[src/sbr_pkg.sv]
/*
 * Constants, types and register map of the serial receiver with baud
 * generators and mute / wake-up logic.
 * Assumes a 32-bit classic Wishbone slave port with byte addressing.
 */
package sbr_pkg;

	// ****************************************
	// Register byte addresses
	// ****************************************
	localparam logic [7:0] ADR_STATUS = 8'h00;
	localparam logic [7:0] ADR_DATA   = 8'h04;
	localparam logic [7:0] ADR_CTRL1  = 8'h08;
	localparam logic [7:0] ADR_CTRL2  = 8'h0C;
	localparam logic [7:0] ADR_BAUD   = 8'h10;
	localparam logic [7:0] ADR_EXT_RX = 8'h14;
	localparam logic [7:0] ADR_EXT_TX = 8'h18;

	// ****************************************
	// Field positions
	// ****************************************
	localparam int ST_FULL  = 5;
	localparam int ST_IDLE  = 4;
	localparam int ST_OVR   = 3;
	localparam int ST_NOISE = 2;
	localparam int ST_FERR  = 1;
	localparam int C1_NINTH = 7;
	localparam int C1_WLEN9 = 4;
	localparam int C1_WAKE  = 3;
	localparam int C2_RXIE  = 5;
	localparam int C2_IDIE  = 4;
	localparam int C2_RXEN  = 2;
	localparam int C2_MUTE  = 1;
	localparam int BR_PSEL  = 6;
	localparam int BR_TSEL  = 3;
	localparam int BR_RSEL  = 0;

	// ****************************************
	// Divider and sampling counts
	// ****************************************
	localparam logic [4:0] PRESCALE_0 = 5'h01;
	localparam logic [4:0] PRESCALE_1 = 5'h03;
	localparam logic [4:0] PRESCALE_2 = 5'h04;
	localparam logic [4:0] PRESCALE_3 = 5'h0D;
	localparam logic [4:0] SMP_LAST   = 5'h10;
	localparam logic [4:0] SMP_A      = 5'h08;
	localparam logic [4:0] SMP_B      = 5'h09;
	localparam logic [4:0] SMP_C      = 5'h0A;
	localparam logic [3:0] BITS_8     = 4'h8;
	localparam logic [3:0] BITS_9     = 4'h9;
	localparam logic [7:0] FRAME8_TICKS = 8'hA0;
	localparam logic [7:0] FRAME9_TICKS = 8'hB0;

	typedef enum logic [1:0] {
		RX_HUNT  = 2'b00,
		RX_START = 2'b01,
		RX_DATA  = 2'b10,
		RX_STOP  = 2'b11
	} sbr_rx_e;

	typedef struct packed {
		logic        ack;
		logic [7:0]  rdat;
		logic        arm;
		logic        full;
		logic        idle;
		logic        ovr;
		logic        noise;
		logic        ferr;
		logic [7:0]  rbuf;
		logic        ninth;
		logic        wlen9;
		logic        wake;
		logic        rxie;
		logic        idie;
		logic        rx_en;
		logic        mute;
		logic [1:0]  psel;
		logic [2:0]  tsel;
		logic [2:0]  rsel;
		logic [7:0]  ext_rx;
		logic [7:0]  ext_tx;
		logic [18:0] rxdiv;
		logic [18:0] txdiv;
		logic        txtick;
		sbr_rx_e     st;
		logic [4:0]  scnt;
		logic [3:0]  bcnt;
		logic [8:0]  sh;
		logic [2:0]  samp;
		logic        edge_ok;
		logic        fnoise;
		logic        hnoise;
		logic [2:0]  hist;
		logic [7:0]  icnt;
		logic        iarm;
		logic        irq;
	} sbr_state_s;

	localparam sbr_state_s STATE_RST = '0;

endpackage : sbr_pkg

[src/sbr_rx.sv]
/*
 * Serial receiver with transmit / receive baud generators, flags,
 * overrun, noise, framing, idle detection and mute / wake-up.
 * Assumes rxd_i and irq_mask_i are synchronous to clk_i.
 */
// Behaviour
// - Enabling the receiver starts start-bit hunting with the chosen word length.
// - Completed word goes to holding buffer, sets full flag, may interrupt.
// - Full flag clears only by status read then data read.
// - Break character is handled exactly as a framing error.
// - Idle frame sets idle flag only, not full flag or buffer, plus idle interrupt if enabled.
// - Word completing while full sets overrun, keeps buffer, may interrupt.
// - Overrun clears by status read then data read.
// - Bit clean only if samples 8, 9, 10 agree; start adds edge check.
// - Noise flag rises with full flag; data still transferred; no own interrupt.
// - Noise flag clears by status read then data read.
// - False start discards frame; hidden noise shows with next valid frame.
// - Missing stop bit or break sets framing error with full flag.
// - Framing error clears by status read then data read.
// - Each direction divides clock by 16, shared prescale and own factor.
// - Prescale is 1, 3, 4 or 13; rate factors are 1 to 128.
// - Nonzero extended prescaler divides that direction further; zero does nothing.
// - While muted no receive status bits set and no receive interrupts.
// - Idle wake method: idle frame clears mute without setting idle flag.
// - Address wake method: word with top bit one unmutes and is received.
// - In 9-bit mode the received ninth bit goes to control register one.
// - Frame is start bit, 8 or 9 data bits LSB first, stop bit.
// - Each bit sampled 16 times, stop bit only up to sample 10; value is majority of samples 8-10.
module sbr_rx (
	input  wire logic        clk_i,
	input  wire logic        rst_i,
	input  wire logic        wb_cyc_i,
	input  wire logic        wb_stb_i,
	input  wire logic        wb_we_i,
	input  wire logic [7:0]  wb_adr_i,
	input  wire logic [3:0]  wb_sel_i,
	input  wire logic [31:0] wb_dat_i,
	output logic      [31:0] wb_dat_o,
	output logic             wb_ack_o,
	input  wire logic        rxd_i,
	input  wire logic        irq_mask_i,
	output logic             rx_irq_o,
	output logic             tx_baud_tick_o
);

	// ****************************************
	// Helpers
	// ****************************************
	function automatic logic maj3(input logic [2:0] s);
		maj3 = (s[0] & s[1]) | (s[0] & s[2]) | (s[1] & s[2]);
	endfunction : maj3

	function automatic logic [18:0] baud_div(input logic [1:0] psel, input logic [2:0] sel,
			input logic [7:0] ext);
		logic [4:0]  pr;
		logic [10:0] base;
		case (psel)
			2'h0:    pr = sbr_pkg::PRESCALE_0;
			2'h1:    pr = sbr_pkg::PRESCALE_1;
			2'h2:    pr = sbr_pkg::PRESCALE_2;
			default: pr = sbr_pkg::PRESCALE_3;
		endcase
		base = 11'(pr) << sel;
		if (ext == 8'h00) begin
			baud_div = 19'(base);
		end else begin
			baud_div = 19'(base) * 19'(ext);
		end
	endfunction : baud_div

	sbr_pkg::sbr_state_s q;
	sbr_pkg::sbr_state_s d;

	// ****************************************
	// Next state
	// ****************************************
	always_comb begin
		logic       acc;
		logic       clr;
		logic       tick;
		logic [4:0] sn;
		logic       done;
		logic       idle_ev;
		logic       stopb;
		logic       snz;
		logic [8:0] word;
		logic       msb;
		logic [7:0] ilen;
		acc     = wb_cyc_i & wb_stb_i & ~q.ack;
		clr     = acc & ~wb_we_i & (wb_adr_i == sbr_pkg::ADR_DATA) & q.arm;
		tick    = 1'b0;
		sn      = (q.scnt == sbr_pkg::SMP_LAST) ? 5'h01 : q.scnt + 5'h01;
		done    = 1'b0;
		idle_ev = 1'b0;
		stopb   = maj3({rxd_i, q.samp[1:0]});
		snz     = (q.samp[1:0] != {2{rxd_i}}) | (q.samp[0] != q.samp[1]);
		word    = q.wlen9 ? q.sh : {1'b0, q.sh[8:1]};
		msb     = q.wlen9 ? word[8] : word[7];
		ilen    = q.wlen9 ? sbr_pkg::FRAME9_TICKS - 8'h01 : sbr_pkg::FRAME8_TICKS - 8'h01;
		d        = q;
		d.ack    = 1'b0;
		d.txtick = 1'b0;

		// Bus read path, answer one cycle after the request
		if (acc) begin
			d.ack = 1'b1;
			case (wb_adr_i)
				sbr_pkg::ADR_STATUS: d.rdat = {2'b00, q.full, q.idle, q.ovr, q.noise, q.ferr, 1'b0};
				sbr_pkg::ADR_DATA:   d.rdat = q.rbuf;
				sbr_pkg::ADR_CTRL1:  d.rdat = {q.ninth, 2'b00, q.wlen9, q.wake, 3'b000};
				sbr_pkg::ADR_CTRL2:  d.rdat = {2'b00, q.rxie, q.idie, 1'b0, q.rx_en, q.mute, 1'b0};
				sbr_pkg::ADR_BAUD:   d.rdat = {q.psel, q.tsel, q.rsel};
				sbr_pkg::ADR_EXT_RX: d.rdat = q.ext_rx;
				sbr_pkg::ADR_EXT_TX: d.rdat = q.ext_tx;
				default:             d.rdat = 8'h00;
			endcase
			if (!wb_we_i && wb_adr_i == sbr_pkg::ADR_STATUS) begin
				d.arm = 1'b1;
			end else if (!wb_we_i && wb_adr_i == sbr_pkg::ADR_DATA) begin
				d.arm = 1'b0;
			end
		end

		if (clr) begin
			d.full  = 1'b0;
			d.ovr   = 1'b0;
			d.noise = 1'b0;
			d.ferr  = 1'b0;
			d.idle  = 1'b0;
		end

		if (q.txdiv == 19'h0) begin
			d.txdiv  = baud_div(q.psel, q.tsel, q.ext_tx) - 19'h1;
			d.txtick = 1'b1;
		end else begin
			d.txdiv = q.txdiv - 19'h1;
		end

		if (!q.rx_en) begin
			d.rxdiv = 19'h0;
			d.st    = sbr_pkg::RX_HUNT;
			d.scnt  = 5'h00;
			d.hist  = 3'h0;
			d.icnt  = 8'h00;
			d.iarm  = 1'b1;
		end else begin
			if (q.rxdiv == 19'h0) begin
				d.rxdiv = baud_div(q.psel, q.rsel, q.ext_rx) - 19'h1;
				tick    = 1'b1;
			end else begin
				d.rxdiv = q.rxdiv - 19'h1;
			end
		end

		if (tick) begin
			if (q.st != sbr_pkg::RX_HUNT) begin
				d.scnt = sn;
				// Keep samples 8, 9 and 10
				case (sn)
					sbr_pkg::SMP_A: d.samp[0] = rxd_i;
					sbr_pkg::SMP_B: d.samp[1] = rxd_i;
					sbr_pkg::SMP_C: d.samp[2] = rxd_i;
					default:        d.samp = q.samp;
				endcase
			end
			case (q.st)
				sbr_pkg::RX_HUNT: begin
					d.hist = {q.hist[1:0], rxd_i};
					if (!rxd_i) begin
						d.st      = sbr_pkg::RX_START;
						d.scnt    = 5'h01;
						d.edge_ok = (q.hist == 3'h7);
						d.fnoise  = 1'b0;
						d.icnt    = 8'h00;
					end else if (q.icnt != ilen) begin
						d.icnt = q.icnt + 8'h01;
					end else if (q.iarm) begin
						idle_ev = 1'b1;
						d.iarm  = 1'b0;
					end
				end
				sbr_pkg::RX_START: begin
					if ((sn == 5'h03 || sn == 5'h05 || sn == 5'h07) && rxd_i) begin
						d.fnoise = 1'b1;
					end
					if (sn == sbr_pkg::SMP_LAST) begin
						if (maj3(q.samp)) begin
							d.hnoise = 1'b1;
							d.st     = sbr_pkg::RX_HUNT;
							d.hist   = 3'h0;
						end else begin
							if (q.samp != 3'h0 || !q.edge_ok) begin
								d.fnoise = 1'b1;
							end
							d.st   = sbr_pkg::RX_DATA;
							d.bcnt = 4'h0;
						end
					end
				end
				sbr_pkg::RX_DATA: begin
					if (sn == sbr_pkg::SMP_LAST) begin
						d.sh   = {maj3(q.samp), q.sh[8:1]};
						if (q.samp != 3'h0 && q.samp != 3'h7) begin
							d.fnoise = 1'b1;
						end
						d.bcnt = q.bcnt + 4'h1;
						if (q.bcnt == (q.wlen9 ? sbr_pkg::BITS_9 : sbr_pkg::BITS_8) - 4'h1) begin
							d.st = sbr_pkg::RX_STOP;
						end
					end
				end
				sbr_pkg::RX_STOP: begin
					// Ends at mid stop so the next start edge is not missed
					if (sn == sbr_pkg::SMP_C) begin
						done   = 1'b1;
						d.st   = sbr_pkg::RX_HUNT;
						d.hist = 3'h0;
						d.icnt = 8'h00;
					end
				end
				default: d.st = sbr_pkg::RX_HUNT;
			endcase
		end

		// Frame completion
		if (done) begin
			d.iarm = 1'b1;
			if (!q.mute || (q.wake && msb)) begin
				d.mute = 1'b0;
				if (d.full) begin
					d.ovr = 1'b1;
				end else begin
					d.rbuf  = word[7:0];
					d.ninth = word[8];
					d.full  = 1'b1;
					d.noise = q.fnoise | snz | q.hnoise;
					d.ferr  = ~stopb;
					d.hnoise = 1'b0;
				end
			end
		end

		if (idle_ev) begin
			if (q.mute) begin
				if (!q.wake) begin
					d.mute = 1'b0;
				end
			end else begin
				d.idle = 1'b1;
			end
		end

		// Writes; a mute write wins over hardware wake
		if (acc && wb_we_i && wb_sel_i[0]) begin
			case (wb_adr_i)
				sbr_pkg::ADR_CTRL1: begin
					d.wlen9 = wb_dat_i[sbr_pkg::C1_WLEN9];
					d.wake  = wb_dat_i[sbr_pkg::C1_WAKE];
				end
				sbr_pkg::ADR_CTRL2: begin
					d.rxie  = wb_dat_i[sbr_pkg::C2_RXIE];
					d.idie  = wb_dat_i[sbr_pkg::C2_IDIE];
					d.rx_en = wb_dat_i[sbr_pkg::C2_RXEN];
					d.mute  = wb_dat_i[sbr_pkg::C2_MUTE];
				end
				sbr_pkg::ADR_BAUD: begin
					d.psel = wb_dat_i[sbr_pkg::BR_PSEL +: 2];
					d.tsel = wb_dat_i[sbr_pkg::BR_TSEL +: 3];
					d.rsel = wb_dat_i[sbr_pkg::BR_RSEL +: 3];
				end
				sbr_pkg::ADR_EXT_RX: d.ext_rx = wb_dat_i[7:0];
				sbr_pkg::ADR_EXT_TX: d.ext_tx = wb_dat_i[7:0];
				default:             d.ext_tx = d.ext_tx;
			endcase
		end

		d.irq = ~irq_mask_i & ~d.mute &
			((d.rxie & (d.full | d.ovr)) | (d.idie & d.idle));
	end

	// ****************************************
	// State register
	// ****************************************
	always_ff @(posedge clk_i) begin
		if (rst_i) begin
			q <= sbr_pkg::STATE_RST;
		end else begin
			q <= d;
		end
	end

	assign wb_dat_o       = {24'h000000, q.rdat};
	assign wb_ack_o       = q.ack;
	assign rx_irq_o       = q.irq;
	assign tx_baud_tick_o = q.txtick;
endmodule : sbr_rx

[config.mk]
export PLATFORM = sky130hd
export DESIGN_NAME = sbr_rx
export DESIGN_NICKNAME = d
export VERILOG_FILES = /design/src/sbr_pkg.sv /design/src/sbr_rx.sv
export SDC_FILE = /design/constraint.sdc
export NUM_CORES = 1
export LEC_CHECK = 0
export ABC_AREA = 1
export BUFFER_PORTS_ARGS = -buffer_cell sky130_fd_sc_hd__buf_4
export CAP_MARGIN = 5
export CELL_PAD_IN_SITES_DETAIL_PLACEMENT = 0
export CELL_PAD_IN_SITES_GLOBAL_PLACEMENT = 2
export CORE_MARGIN = 2
export CORE_UTILIZATION = 38
export CTS_CLUSTER_DIAMETER = 80
export DETAILED_ROUTE_END_ITERATION = 8
export GPL_TIMING_DRIVEN = 0
export PLACE_DENSITY = 0.88
export SETUP_SLACK_MARGIN = 0.2
export SYNTH_ARGS = -nofsm -noshare
export SYNTH_HDL_FRONTEND = slang
export SYNTH_SLANG_ARGS = --single-unit
[constraint.sdc]
create_clock -name clk_i -period 11.3 [get_ports clk_i]
set_clock_uncertainty 0.2 [all_clocks]
set_input_delay 2.26 -clock clk_i [delete_from_list [all_inputs] [get_ports clk_i]]
set_output_delay 2.26 -clock clk_i [all_outputs]
set_load 0.005 [all_outputs]
# Word-level counts from Yosys, hierarchy flattened
# Cells that the tools add are included.
dict set report totals {
  memories 0
  output_inout_bits 35
  ff_bits 132
  mem_bits_rw 0
  latchBits 0
  mem_bits_ro 0
}
dict set report classes {
  div 0
  n_addsub 8
  shifts 2
  mux 95
  mul 2
  eq_ne 30
  bitwise_logic 31
  order_cmp 0
  reduce_logical 41
}
# op n
set op_table {}
lappend op_table {{$mux 19} 7}
lappend op_table {{$sub 19x1->19 const B} 4}
lappend op_table {{$pmux 8 s7} 1}
lappend op_table {{$mux 1} 43}
lappend op_table {{$mux 5} 8}
lappend op_table {{$mux 8} 5}
lappend op_table {{$logic_not 19->1} 2}
lappend op_table {{$mul 11x8->19} 2}
lappend op_table {{$mux 38} 1}
lappend op_table {{$mux 12} 3}
lappend op_table {{$mux 28} 1}
lappend op_table {{$eq 8x5->1 const B} 3}
lappend op_table {{$logic_not 8->1} 3}
lappend op_table {{$mux 11} 2}
lappend op_table {{$shl 5x3->11} 2}
lappend op_table {{$mux 9} 2}
lappend op_table {{$reduce_and 3->1} 6}
lappend op_table {{$eq 8x4->1 const B} 2}
lappend op_table {{$mux 4} 4}
lappend op_table {{$pmux 8 s2} 1}
lappend op_table {{$eq 5x4->1 const B} 3}
lappend op_table {{$and 1x1->1} 14}
lappend op_table {{$mux 7} 2}
lappend op_table {{$mux 13} 1}
lappend op_table {{37 further kinds} 87}

# Longest topological paths before layout
dict set report logic_depth {
  word_depth 15
  depth_mapped 33
  depth_no_buf 33
}

# Worst setup path before layout
# OpenSTA, ideal clock, no wires.
dict set report synth_timing {
  kind {register -> register}
  startpoint {reg q[100] in the netlist's numbering}
  endpoint {reg q[57] in the netlist's numbering}
  path_slack_ns 6.213
  t_required_ns 10.990
  arrival_ns 4.778
  setup_time_ns 0.110
  n_path_buf 0
  stages_incl_launch_ff 30
  path_cell_list {dfxtp_1 -> inv_2 -> nand2_2 -> nand3_1 -> nor2_1 -> a31oi_4 -> or2_2 -> fa_1 -> fa_1 -> inv_1 -> fa_1 -> inv_1 -> fa_1 -> inv_1 -> ha_1 -> nand2_1 -> nor2_1 -> nand2_1 -> nand3_1 -> nand2_1 -> nand2_1 -> nand2_1 -> nand3_1 -> nand2_1 -> inv_1 -> nand2_1 -> nor2_1 -> nand4_1 -> nand2_1 -> nor2_1}
}
dict set report synth_via {
  elab_chain_len 9
  elab_cells_between_ends 11
}
# item line
set synth_rtl {}
lappend synth_rtl {{start, declared} sbr_rx.sv:71} ;# sbr_pkg::sbr_state_s q;
lappend synth_rtl {{start signal, assigned} sbr_rx.sv:286} ;# q <= sbr_pkg::STATE_RST;
lappend synth_rtl {{$eq 2x2->1, or another cell as far along} sbr_rx.sv:57} ;# case (psel)
lappend synth_rtl {{$pmux 4 s3 (*)} sbr_rx.sv:57}
lappend synth_rtl {{$mux 5 (*)} sbr_rx.sv:132} ;# if (q.txdiv == 19'h0) begin
lappend synth_rtl {{$shl 5x3->11 (*)} sbr_rx.sv:63} ;# base = 11'(pr) << sel;
lappend synth_rtl {{$mul 11x8->19} sbr_rx.sv:67} ;# baud_div = 19'(base) * 19'(ext);
lappend synth_rtl {{$mux 19 (*)} sbr_rx.sv:64} ;# if (ext == 8'h00) begin
lappend synth_rtl {{$mux 19 (*)} sbr_rx.sv:132}
lappend synth_rtl {{$sub 19x1->19 (*)} sbr_rx.sv:133} ;# d.txdiv = baud_div(q.psel, q.tsel, q.ext_tx) - 19'h1;
lappend synth_rtl {{$mux 19 (*)} sbr_rx.sv:132}
# Mark *: on every way between the ends. The rest lies on a longest branch, timed or not. The select of a mux whose other input is x is not followed.
# A chain may end at the register's enable or synchronous reset.

# Final worst setup path
dict set report layout_timing {
  startpoint {reg q[100] in the netlist's numbering}
  endpoint {reg q[58] in the netlist's numbering}
}
# The elaborated chain is that of the path after synthesis.

==> results.cfg <==
[critical_path]
cp.required_ns = 11.43
cp_data_arrival_time_ns = 5.99
r2r-start = q[100]$_SDFFE_PP0P_
path_max_fanout = 9
cpPeakStageDelay_ns = 0.56
crit_type = reg2reg
path_buf_inv = 4
worst_setup_path_end_kind = register
cp-start-kind = register
rr_worst_depth = 29
rr_endpoint = q[58]$_SDFF_PP0_
cp_common_cell = nand2_1
cpMaxStageDelayCell = fa_1
critical_path.top_delay_family = adder cells
r2r_slack_ns = 5.44

[global_route]
gr-total-overflow = 0
grt_pass1_wl_mm = 72.1
antenna_found_initial = 4
grt_pass1_vias = 13674
grt_max_degree = 17
grtUsageTotal_pct = 23.6

[worst_hold_path]
hold_path.class = reg2reg
hold_depth = 2
holdPathEnd = wb_dat_o[0]$_SDFFE_PP0P_
min_from = wb_dat_o[0]$_SDFFE_PP0P_

[routing]
drc = 0
dr_total_vias = 13455
routed_wl_mm = 44.3
ant_nets = 0
initialDrtViolationCount = 750
wl_per_cell_um = 16.1
via_per_inst = 4.91
first_pass_iters = 6

[clocking]
cts.htree.levels = 4
clk_pin_slew_ns = 0.06
cts_sinks = 132
ctsHoldBuffers = 0
cts_tree = yes
numCtsBuffers = 17
cts_resized = 0
cts_setup_buffers = 0
cts_buffer_depth = 2
cts_root_buf = clkbuf_16
clkLatencyLatePin_ns = 0.43

[logic_synthesis]
synth_top_cells_by_count = nand2_1, inv_1, nor2_1, nand3_1, dfxtp_1
ys_ff_latch = 132
synth.most_common_cell = nand2_1
synthCells = 2143
ys_seq_area_share_pct = 18.4
synthArstFlopShare_pct = 0
synth_area_per_cell_um2 = 6.69
netlist.area_leader.share_pct = 18.4
yosys.area.top_type = dfxtp_1
yosysWarnings = 0
syn-cell-area_um2 = 14300
synth_cell_types = 57
synth_area_leaders = dfxtp_1, fa_1, nand2_1
synth_edf_count = 0
synth_ff_type = dfxtp_1

[timing]
fmax_mhz = 171
fin_crit_ns = 5.86
setup_viol = 0
finalHoldViolCount = 0
period_share_pct = 51.8
tightest_slew_ns = 0.870
fin_ws_ns = 5.44
maxSlewHeadroom_pct = 41.8
drv_slew = 0
rsz0062_at_grt = false
final.setup.tns_ns = 0
hold_ws_ns = 0.268

[run_status]
status = finished, final reports clean

[placement]
port_buffers = 34
gp_congestion = 0.858
dpl_cell_area_um2 = 15300
dp_slack_ns = 5.42
dp_hpwl_mm = 35.9

[floorplan]
ios = 86
die_area_um2 = 39300
num_rows = 71
start_util_pct = 38.3
core_um2 = 37400
dieHeight_um = 198
die_x_um = 198

[power_and_ir_drop]
powerDensity_nw_per_um2 = 95.7
fin_total_pwr_mw = 1.52
ir_drop_mv = 0.115
p_leak_nw = 7.85

[cells_and_area]
final_layout_size_suffix_gt1_share_pct = 10.8
syn2layout_area_growth_pct = 10.8
fin_area_um2 = 15900
num-fill-cells = 4040
layout.nets = 2470

[job]
cap_viol_max_count = 0
## worst max path at each step
| stage | start | endpoint | depth (start not counted) |
|---|---|---|---|
| after floorplan | q[100]$_SDFFE_PP0P_ | q[57]$_SDFF_PP0_ | 29 |
| after CTS | q[100]$_SDFFE_PP0P_ | q[58]$_SDFF_PP0_ | 29 |
| after global placement | q[100]$_SDFFE_PP0P_ | q[58]$_SDFF_PP0_ | 29 |
| after global routing | q[101]$_SDFFE_PP0P_ | q[58]$_SDFF_PP0_ | 31 |
| after detailed placement | q[100]$_SDFFE_PP0P_ | q[58]$_SDFF_PP0_ | 29 |
| final | q[100]$_SDFFE_PP0P_ | q[58]$_SDFF_PP0_ | 29 |
## final cells by class
class / instances / area [um2] / share of cell area (%)
diodes: 2 / 5.00 / 0.0315
plain buffers: 70 / 423 / 2.66
clock buffers: 20 / 457 / 2.87
clock inverters: 9 / 108 / 0.677
inverters: 398 / 1500 / 9.42
multi-input cells: 1566 / 9860 / 62.1
flip-flops and latches: 132 / 2640 / 16.6
well taps: 511 / 639 / 4.02
repair buffers: 34 / 255 / 1.61
## cell families (layout without fill, tap and decap cells)
logic type                 Yosys count  count (layout)  synth area share (%)
adders and majority gates          200             200                  23.1
and+or+nand+nor                   1060            1060                  33.7
buffers and inverters              468             531                  13.4
AOI/OAI and AO/OA                  264             264                  10.2
other                                1              26                0.0262
DFF                                132             132                  18.4
xor gates and xnor gates            18              18                  1.10
## worst min-delay path, stage by stage, from the launching register on
cell,delay [ns]
dfxtp_1,0.31
nand2_1,0.06
a21oi_1,0.05
## power by group
group	leakage (nW)	internal, mW	switching, mW
logic	6.52	0.155	0.309
registers	1.07	0.492	0.0117
clock network	0.262	0.332	0.221
total	7.85	0.978	0.542
## state kept, by name (all words and copies together) (netlist names)
name / flops
q: 121
rx_irq_o: 1
wb_dat_o: 8
wb_ack_o: 1
tx_baud_tick_o: 1
## layout by cell type, fill, tap and decap left out, types with 71 or more instances in the layout
cell / n
nand2_1: 437
a21oi_1: 124
dfxtp_1: 132
ha_1: 92
nor2_1: 313
o21ai_0: 86
nand3_1: 144
fa_1: 108
buf_4: 71
inv_1: 371
## metal layers
| layer | vias to the layer above | wire, um | global-route usage [%] |
|---|---|---|---|
| met2 | 239 | 22600 | 43.3 |
| met5 | - | 33 | 0 |
| li1 | 6813 | - | - |
| met4 | 6 | 1350 | 8.33 |
| met3 | 74 | 1540 | 3.47 |
| met1 | 6323 | 18700 | 27.7 |
## through the flow
step	instances	util (%)
2_1_floorplan	2166	-
3_3_place_gp	2711	41.0
3_5_place_dp	2711	41.0
4_1_cts	2740	42.5
5_1_grt	2740	42.5
6_report	2742	42.5
Power figures use the tool's default switching activity.
